`src/zcd_pkg.sv`:
```
// Constants for the zero-cross detector logic: register offsets, fields,
// reset values. Assumes a 32-bit Avalon-MM slave with word addressing.
// How it works
// - Pin above crossing threshold selects the current-sink action.
// - Pin below crossing threshold selects the current-source action.
// - Polarity off: logic output reads one when sinking, zero sourcing.
// - Polarity on: logic output inverted, high means source active.
// - Separate rising and falling edge detectors on adjusted output.
// - Crossing flag sets when an edge fires with its own enable.
// - Rise enable gates rising edges, fall enable gates falling ones.
// - Any change of the polarity bit raises an event, enabled or not.
// - Crossing flag stays set until software clears it.
// - Set wins over a clear arriving in the same cycle.
// - Enable at bit 7 hands the pin to the source/sink circuit.
// - Config bit clear: detector always active; set: enable needed.
// - Source/sink action and interrupts keep running in sleep.
// - Control: enable 7, output 5, polarity 4, rise 1, fall 0.
package zcd_pkg;
  localparam logic [3:0] ADDR_CONTROL = 4'h0;
  localparam logic [3:0] ADDR_STATUS = 4'h1;
  localparam logic [3:0] ADDR_CLEAR = 4'h2;
  localparam logic [3:0] ADDR_IRQ_ENABLE = 4'h3;
  localparam logic [3:0] ADDR_GLOBAL = 4'h4;
  localparam int BIT_ENABLE = 7;
  localparam int BIT_OUTPUT = 5;
  localparam int BIT_POLARITY = 4;
  localparam int BIT_RISE = 1;
  localparam int BIT_FALL = 0;
  localparam int BIT_CROSS = 0;
  localparam int BIT_PERIPH = 1;
  localparam int BIT_GLOBAL = 0;
  localparam logic [31:0] CONTROL_WMASK = 32'h0000_0093;
  localparam logic [7:0] CONTROL_RESET = 8'h00;
endpackage

```
`src/zero_cross_detector.sv`:
```
// Digital side of the zero-cross detector with an Avalon-MM slave.
// Assumes the analog comparator decision arrives asynchronously on
// sinkActive and the fuse bit enableRequired is static after reset.
//
// The implementer's own choices: the Avalon-MM slave port and the register offsets.
`timescale 1ns/10ps
`default_nettype none
module zero_cross_detector
  import zcd_pkg::*;
(
  input wire logic clk,
  input wire logic sys_rst,
  input wire logic clkEn,
  input wire logic enableRequired,
  input wire logic sinkActive,
  input wire logic [3:0] address,
  input wire logic read,
  input wire logic write,
  input wire logic [31:0] writedata,
  input wire logic [3:0] byteenable,
  output logic [31:0] readdata,
  output logic waitrequest,
  output logic pinOwned,
  output logic sinkDrive,
  output logic sourceDrive,
  output logic crossingLogicOutput,
  output logic irq
);
  logic [7:0] control;
  logic syncA;
  logic syncB;
  logic prevOut;
  logic crossingIrqFlag;
  logic crossingIrqEnable;
  logic peripheralIrqEnable;
  logic globalIrqEnable;
  logic active;
  logic adjOut;
  logic riseEdge;
  logic fallEdge;
  logic polChange;
  logic setFlag;
  logic clearFlag;
  logic busDone;
  logic wrHit;
  logic [31:0] next_readdata;

  // Detector runs when fuse lets it, or when software enabled it
  assign active = !enableRequired || control[BIT_ENABLE];
  // Polarity applied to synchronised sink decision
  assign adjOut = syncB ^ control[BIT_POLARITY];
  assign riseEdge = adjOut && !prevOut;
  assign fallEdge = !adjOut && prevOut;
  // Writes land at the edge where waitrequest is sampled low
  assign wrHit = write && busDone && byteenable[0];
  assign polChange = wrHit && address == ADDR_CONTROL
    && writedata[BIT_POLARITY] != control[BIT_POLARITY];
  // Edge enables gate their own detector; polarity change needs no enable
  assign setFlag = (riseEdge && control[BIT_RISE])
    || (fallEdge && control[BIT_FALL]) || polChange;
  assign clearFlag = wrHit && address == ADDR_CLEAR
    && writedata[BIT_CROSS];

  // Two-stage synchroniser; first stage read only by the second
  always_ff @(posedge clk)
  begin
    if (sys_rst)
    begin
      syncA <= 1'b0;
      syncB <= 1'b0;
    end
    else if (clkEn)
    begin
      syncA <= sinkActive;
      syncB <= syncA;
    end
  end

  // Edge history; a polarity flip raises polChange, then shows as one edge a cycle later
  always_ff @(posedge clk)
  begin
    if (sys_rst)
      prevOut <= 1'b0;
    else if (clkEn)
      prevOut <= adjOut;
  end

  // Control register writes, byte lane 0 only
  always_ff @(posedge clk)
  begin
    if (sys_rst)
      control <= CONTROL_RESET;
    else if (clkEn && wrHit && address == ADDR_CONTROL)
      control <= writedata[7:0] & CONTROL_WMASK[7:0];
  end

  // Enable registers for the interrupt chain
  always_ff @(posedge clk)
  begin
    if (sys_rst)
    begin
      crossingIrqEnable <= 1'b0;
      peripheralIrqEnable <= 1'b0;
      globalIrqEnable <= 1'b0;
    end
    else if (clkEn && wrHit)
    begin
      if (address == ADDR_IRQ_ENABLE)
        crossingIrqEnable <= writedata[BIT_CROSS];
      if (address == ADDR_GLOBAL)
      begin
        peripheralIrqEnable <= writedata[BIT_PERIPH];
        globalIrqEnable <= writedata[BIT_GLOBAL];
      end
    end
  end

  // Sticky flag; set beats a same-cycle clear so no edge is lost
  always_ff @(posedge clk)
  begin
    if (sys_rst)
      crossingIrqFlag <= 1'b0;
    else if (clkEn)
    begin
      if (setFlag)
        crossingIrqFlag <= 1'b1;
      else if (clearFlag)
        crossingIrqFlag <= 1'b0;
    end
  end

  // Pin drive and output bits; no sleep gating, so sleep is transparent
  always_ff @(posedge clk)
  begin
    if (sys_rst)
    begin
      pinOwned <= 1'b0;
      sinkDrive <= 1'b0;
      sourceDrive <= 1'b0;
      crossingLogicOutput <= 1'b0;
      irq <= 1'b0;
    end
    else if (clkEn)
    begin
      pinOwned <= active;
      sinkDrive <= active && sinkActive;
      sourceDrive <= active && !sinkActive;
      crossingLogicOutput <= adjOut;
      // Full chain of enables must be set to raise the line
      irq <= (crossingIrqFlag || setFlag) && crossingIrqEnable
        && peripheralIrqEnable && globalIrqEnable;
    end
  end

  // Read mux; unmapped addresses read zero
  always_comb
  begin
    next_readdata = 32'h0000_0000;
    unique case (address)
      ADDR_CONTROL:
      begin
        next_readdata[BIT_ENABLE] = control[BIT_ENABLE];
        next_readdata[BIT_OUTPUT] = adjOut;
        next_readdata[BIT_POLARITY] = control[BIT_POLARITY];
        next_readdata[BIT_RISE] = control[BIT_RISE];
        next_readdata[BIT_FALL] = control[BIT_FALL];
      end
      ADDR_STATUS: next_readdata[BIT_CROSS] = crossingIrqFlag;
      ADDR_IRQ_ENABLE: next_readdata[BIT_CROSS] = crossingIrqEnable;
      ADDR_GLOBAL:
      begin
        next_readdata[BIT_PERIPH] = peripheralIrqEnable;
        next_readdata[BIT_GLOBAL] = globalIrqEnable;
      end
      default: next_readdata = 32'h0000_0000;
    endcase
  end

  // One wait cycle per access: waitrequest drops in the second cycle
  always_ff @(posedge clk)
  begin
    if (sys_rst)
    begin
      busDone <= 1'b0;
      waitrequest <= 1'b1;
      readdata <= 32'h0000_0000;
    end
    else if (clkEn)
    begin
      busDone <= (read || write) && !busDone;
      // Registered copy so the output comes straight from a flop
      waitrequest <= !((read || write) && !busDone);
      if (read && !busDone)
        readdata <= next_readdata;
    end
  end

  // Assertions
  chk_flag_sticky: assert property (@(posedge clk) disable iff (sys_rst)
    clkEn && crossingIrqFlag && !clearFlag |=> crossingIrqFlag)
    else $error("crossing flag dropped without clear");
  chk_set_wins: assert property (@(posedge clk) disable iff (sys_rst)
    clkEn && setFlag && clearFlag |=> crossingIrqFlag)
    else $error("clear beat a same-cycle set");
  chk_rise_sets: assert property (@(posedge clk) disable iff (sys_rst)
    clkEn && riseEdge && control[BIT_RISE] |=> crossingIrqFlag)
    else $error("enabled rising edge missed");
  chk_fall_gated: assert property (@(posedge clk) disable iff (sys_rst)
    clkEn && !crossingIrqFlag && fallEdge && !control[BIT_FALL]
    && !riseEdge && !polChange |=> !crossingIrqFlag)
    else $error("disabled falling edge set flag");
  chk_pol_event: assert property (@(posedge clk) disable iff (sys_rst)
    clkEn && polChange |=> crossingIrqFlag)
    else $error("polarity change gave no event");
  chk_sync_delay: assert property (@(posedge clk) disable iff (sys_rst)
    clkEn [*3] |-> syncB == $past(sinkActive, 2))
    else $error("synchroniser depth wrong");
  chk_output_pol: assert property (@(posedge clk) disable iff (sys_rst)
    clkEn |=> crossingLogicOutput == $past(syncB ^ control[BIT_POLARITY]))
    else $error("logic output polarity wrong");
  chk_drive_dir: assert property (@(posedge clk) disable iff (sys_rst)
    clkEn && active |=> sinkDrive == $past(sinkActive)
    && sourceDrive == !$past(sinkActive))
    else $error("sink/source choice wrong");
  chk_fuse_active: assert property (@(posedge clk) disable iff (sys_rst)
    clkEn && !enableRequired |=> pinOwned)
    else $error("detector inactive with fuse clear");
  cov_rise: cover property (@(posedge clk) riseEdge && control[BIT_RISE]);
  cov_fall: cover property (@(posedge clk) fallEdge && control[BIT_FALL]);
  cov_race: cover property (@(posedge clk) setFlag && clearFlag);
  cov_irq: cover property (@(posedge clk) irq);
endmodule
`default_nettype wire
```
`config.mk`:
```
export PLATFORM = sky130hd
export DESIGN_NAME = zero_cross_detector
export DESIGN_NICKNAME = d
export VERILOG_FILES = /design/src/zcd_pkg.sv /design/src/zero_cross_detector.sv
export SDC_FILE = /design/constraint.sdc
export NUM_CORES = 1
export LEC_CHECK = 0
export BUFFER_PORTS_ARGS = -buffer_cell sky130_fd_sc_hd__buf_2
export CAP_MARGIN = 40
export CORE_MARGIN = 8
export CORE_UTILIZATION = 43
export DETAILED_ROUTE_END_ITERATION = 6
export PLACE_DENSITY = 0.89
export REMOVE_ABC_BUFFERS = 1
export SLEW_MARGIN = 20
export SYNTH_ARGS = -nofsm -noshare
export SYNTH_HDL_FRONTEND = slang
export SYNTH_SLANG_ARGS = --single-unit
```
`constraint.sdc`:
```
create_clock -name clk -period 4.35 [get_ports clk]
set_clock_uncertainty 0.05 [all_clocks]
set_input_delay 0.6525 -clock clk [delete_from_list [all_inputs] [get_ports clk]]
set_output_delay 0.6525 -clock clk [all_outputs]
set_load 0.05 [all_outputs]
```
==> impl_metrics.sql <==
INSERT INTO impl_metrics (metric_group, metric, value, unit) VALUES
('global_routing', 'grt_overflow', '0', ''),
('synthesis', 'synth-edff-count', '0', ''),
('power_and_ir_drop', 'ir_worst_vdd', '0.143', 'mV'),
('worst_setup_path', 'critPathLaunchType', 'flip-flop', ''),
('worst_setup_path', 'critical-path-slowest-cell', 'sky130_fd_sc_hd__dfxtp_1', ''),
('clock_network', 'clockBufferDepth', '2', ''),
('finish', 'fillers', '271', ''),
('clock_network', 'cts.sinks', '22', ''),
('placement', 'dp.final_hpwl', '1.93', 'mm'),
('finish', 'area_delta_synth_final', '6.41', '%'),
('finish', 'total_number_of_nets_in_the_final_design', '213', ''),
('synthesis', 'synthesis.instances', '140', ''),
('synthesis', 'share_of_synthesized_flip_flops_with_an_asynchronous_set_or_reset', '0', ''),
('floorplan', 'fp.dieArea', '4710', 'sq um'),
('status', 'outcome', 'complete, no violations', ''),
('route', 'finalWirelength', '2.40', 'mm'),
('finish', 'n_antenna_cell', '0', ''),
('route', 'antenna_violating_nets_post_route', '0', ''),
('timing', 'setup_tns', '0', 'ns'),
('timing', 'timing.final.crit_share', '0.386', ''),
('route', 'post_route_drc_violation_count', '0', ''),
('finish', 'layout-drive-gt1-share', '0.206', ''),
('timing', 'period_minus_slack', '1.68', 'ns'),
('global_routing', 'grt_max_degree', '25', ''),
('worst_setup_path', 'required', '3.65', 'ns'),
('timing', 'setup_repair_after_global_routing_missed_its_margin', 'false', ''),
('placement', 'globalplace.congestion', '0.848', ''),
('power_and_ir_drop', 'p_leak', '0.575', 'nW'),
('global_routing', 'antenna_found_initial', '0', ''),
('synthesis', 'yosysSeqAreaShare', '0.370', ''),
('route', 'routedWlPerCell', '12.2', 'um'),
('timing', 'final-max-slew-violation-count', '0', ''),
('route', 'num_vias', '944', ''),
('floorplan', 'design.portCount', '85', ''),
('floorplan', 'die_h', '68.6', 'um'),
('synthesis', 'ys_seq_elements', '22', ''),
('worst_setup_path', 'crit_path_end_kind', 'output port', ''),
('hold_path', 'hp_class', 'reg -> reg', ''),
('worst_setup_path', 'critical_path_class', 'reg -> out', ''),
('global_routing', 'global_route.usage.met3', '0.0194', ''),
('floorplan', 'row_count', '19', ''),
('worst_setup_path', 'critical_path_origin', 'crossingLogicOutput', ''),
('global_routing', 'fraction_of_met2_tracks_used_by_global_routing', '0.171', ''),
('floorplan', 'start_util', '0.443', ''),
('clock_network', 'clock_tree_from_tritoncts', 'built', ''),
('timing', 'final-hold-violation-count', '0', ''),
('worst_setup_path', 'worst_path_dominant_cell_family', 'flip-flops', ''),
('placement', 'port_buffers', '26', ''),
('clock_network', 'tritoncts.num_buffers', '3', ''),
('clock_network', 'post-cts-setup-buffers', '0', ''),
('power_and_ir_drop', 'power_per_cell_area', '326', 'nW/um^2'),
('synthesis', 'synthesis.area', '1190', 'sq um'),
('synthesis', 'synth.lib_cells_used.distinct', '30', ''),
('clock_network', 'worst_skew_pair.late_latency', '0.30', 'ns'),
('worst_setup_path', 'reg2reg_from', 'control[4]', ''),
('route', 'initialDrtViolationCount', '39', ''),
('synthesis', 'synth_flop_type', 'sky130_fd_sc_hd__dfxtp_1', ''),
('global_routing', 'met1_usage_grt', '0.107', ''),
('worst_setup_path', 'worst-path-max-fanout', '4', ''),
('worst_setup_path', 'cp_cell_sequence', 'buf_2', ''),
('synthesis', 'synth.yosys.warnings', '0', ''),
('clock_network', 'htreeDepth', '1', ''),
('global_routing', 'grt_first_pass_wirelength', '3.53', 'mm'),
('clock_network', 'holdBufCountCts', '0', ''),
('route', 'pre_repair_dr_iteration_count', '4', ''),
('flow_run', 'max_cap_violations', '0', ''),
('global_routing', 'grt_busiest_layer', 'met2', ''),
('hold_path', 'min_from', 'sinkDrive', ''),
('worst_setup_path', 'critPathBufInv', '1', ''),
('worst_setup_path', 'timing.critical_path.slowest_cell_delay', '0.39', 'ns'),
('floorplan', 'floorplan.die.width', '68.6', 'um'),
('clock_network', 'post_cts.resized_instances', '0', ''),
('floorplan', 'floorplan.core_area', '2690', 'sq um'),
('clock_network', 'clkTransAtPathRegs', '0.11', 'ns'),
('clock_network', 'clk_root_buffer_cell', 'sky130_fd_sc_hd__clkbuf_4', ''),
('global_routing', 'grt_pass1_vias', '850', ''),
('timing', 'fmaxAchievable', '595', 'MHz'),
('worst_setup_path', 'timing.critical_path.arrival', '0.98', 'ns'),
('synthesis', 'avgSynthCellArea', '8.50', 'sq um'),
('route', 'avgViaCountPerCell', '4.82', ''),
('finish', 'layout.core_utilization', '0.471', ''),
('timing', 'timing.final.setup_violations', '0', ''),
('global_routing', 'grt_util_all_layers', '0.0974', '');
-- placed cells by master, fill, tap and decap left out --
cell type | netlist | routed
sky130_fd_sc_hd__conb_1 | 1 | 27
sky130_fd_sc_hd__buf_2 | 1 | 26
sky130_fd_sc_hd__dfxtp_1 | 22 | 22
sky130_fd_sc_hd__nor2_1 | 15 | 15
sky130_fd_sc_hd__nand2_1 | 10 | 10
sky130_fd_sc_hd__a21oi_1 | 9 | 9
sky130_fd_sc_hd__mux2i_1 | 9 | 9
sky130_fd_sc_hd__nand3_1 | 8 | 8
sky130_fd_sc_hd__o21ai_0 | 5 | 5
sky130_fd_sc_hd__nor3_1 | 4 | 4
sky130_fd_sc_hd__a211oi_1 | 3 | 3
sky130_fd_sc_hd__clkbuf_4 | 0 | 3
sky130_fd_sc_hd__nor2b_1 | 2 | 2
sky130_fd_sc_hd__xor2_1 | 2 | 2
sky130_fd_sc_hd__nand2b_1 | 2 | 2
sky130_fd_sc_hd__inv_1 | 2 | 2
sky130_fd_sc_hd__and2_1 | 2 | 2
sky130_fd_sc_hd__mux2_2 | 2 | 2
sky130_fd_sc_hd__nand3b_1 | 2 | 2
sky130_fd_sc_hd__inv_2 | 1 | 1
sky130_fd_sc_hd__nor4_4 | 1 | 1
sky130_fd_sc_hd__and3_1 | 1 | 1
sky130_fd_sc_hd__mux2_1 | 1 | 1
sky130_fd_sc_hd__a311oi_1 | 1 | 1
sky130_fd_sc_hd__and4_1 | 1 | 1
sky130_fd_sc_hd__a221oi_1 | 1 | 1
sky130_fd_sc_hd__nand4_1 | 1 | 1
sky130_fd_sc_hd__o21bai_1 | 1 | 1
sky130_fd_sc_hd__clkbuf_8 | 0 | 1
-- synth_stat cells, drive strengths merged (2+ instances only) --
| library cell | number | area share |
|---|---|---|
| nand2 | 10 | 0.032 |
| a211oi | 3 | 0.019 |
| a21oi | 9 | 0.038 |
| clkbuf | 2 | 0.0063 |
| mux2 | 3 | 0.028 |
| nand3 | 8 | 0.034 |
| dfxtp | 22 | 0.37 |
| mux2i | 9 | 0.076 |
| o21ai | 5 | 0.021 |
| inv | 3 | 0.0095 |
| buf | 29 | 0.18 |
| xor2 | 2 | 0.015 |
| nand3b | 2 | 0.013 |
| nor3 | 4 | 0.017 |
| nor2 | 15 | 0.047 |
| nor2b | 2 | 0.011 |
| nand2b | 2 | 0.011 |
| and2 | 2 | 0.011 |
-- layer usage --
metal | part of all wire | wire length [um]
met1 | 0.35 | 841
met2 | 0.53 | 1260
met3 | 0.11 | 253
met4 | 0.016 | 38
met5 | 0 | 0
-- kinds of logic (layout without fill, tap and decap cells) --
family,after synthesis,after routing,share of synthesized area
AO/OA/AOI/OAI,20,20,0.0988
XOR/XNOR,2,2,0.0147
buffers and inverters,34,33,0.200
flip-flops,22,22,0.370
multiplexers,12,12,0.104
other,1,27,0.00315
AND/OR/NAND/NOR,49,49,0.209
-- area by class of cell --
type / instances / area (sq um) / share of cell area
Sequential cell: 22 / 440 / 0.348
Timing Repair Buffer: 26 / 130 / 0.103
Inverter: 3 / 11.3 / 0.00889
Multi-Input combinational cell: 110 / 609 / 0.481
Tap cell: 31 / 38.8 / 0.0306
Clock buffer: 4 / 36.3 / 0.0287
-- state kept, by name (all words and copies together) (netlist names) --
| signal | cells |
|---|---|
| sourceDrive | 1 |
| control | 4 |
| irq | 1 |
| pinOwned | 1 |
| readdata | 5 |
| crossingIrqFlag | 1 |
| sinkDrive | 1 |
| syncB | 1 |
| peripheralIrqEnable | 1 |
| globalIrqEnable | 1 |
| syncA | 1 |
| busDone | 1 |
| waitrequest | 1 |
| crossingLogicOutput | 1 |
| crossingIrqEnable | 1 |
-- final timing paths --
check / end / cells past startpoint / slack [ns]
setup / recovery: crossingLogicOutput / 1 / 2.67
setup reg to reg: crossingIrqFlag / 4 / 2.81
hold reg to reg: sinkDrive / 2 / 0.41
hold / removal: sinkDrive / 2 / 0.41
-- where the power goes --
part           leakage [nW]  switching (W)  internal [W]
clock network        0.0210      0.0000588     0.0000510
logic                 0.375      0.0000811     0.0000140
registers             0.179     0.00000241      0.000206
-- stage by stage --
| step | total power, W | std cells | area [sq um] | worst slack (ns) | hold slack, ns |
|---|---|---|---|---|---|
| CTS | 0.000416 | 196 | 1270 | 2.65 | 0.412 |
| detailed placement | 0.000307 | 192 | 1230 | 2.36 | 0.394 |
| global placement | 0.000306 | 192 | 1230 | 2.37 | 0.386 |
| global route | 0.000432 | 196 | 1270 | 2.61 | 0.434 |
| floorplan | 0.000286 | 135 | 1060 | 2.70 | 0.404 |
| finish | 0.000413 | 196 | 1270 | 2.67 | 0.406 |
No activity file was read; power rests on OpenSTA's default activity.
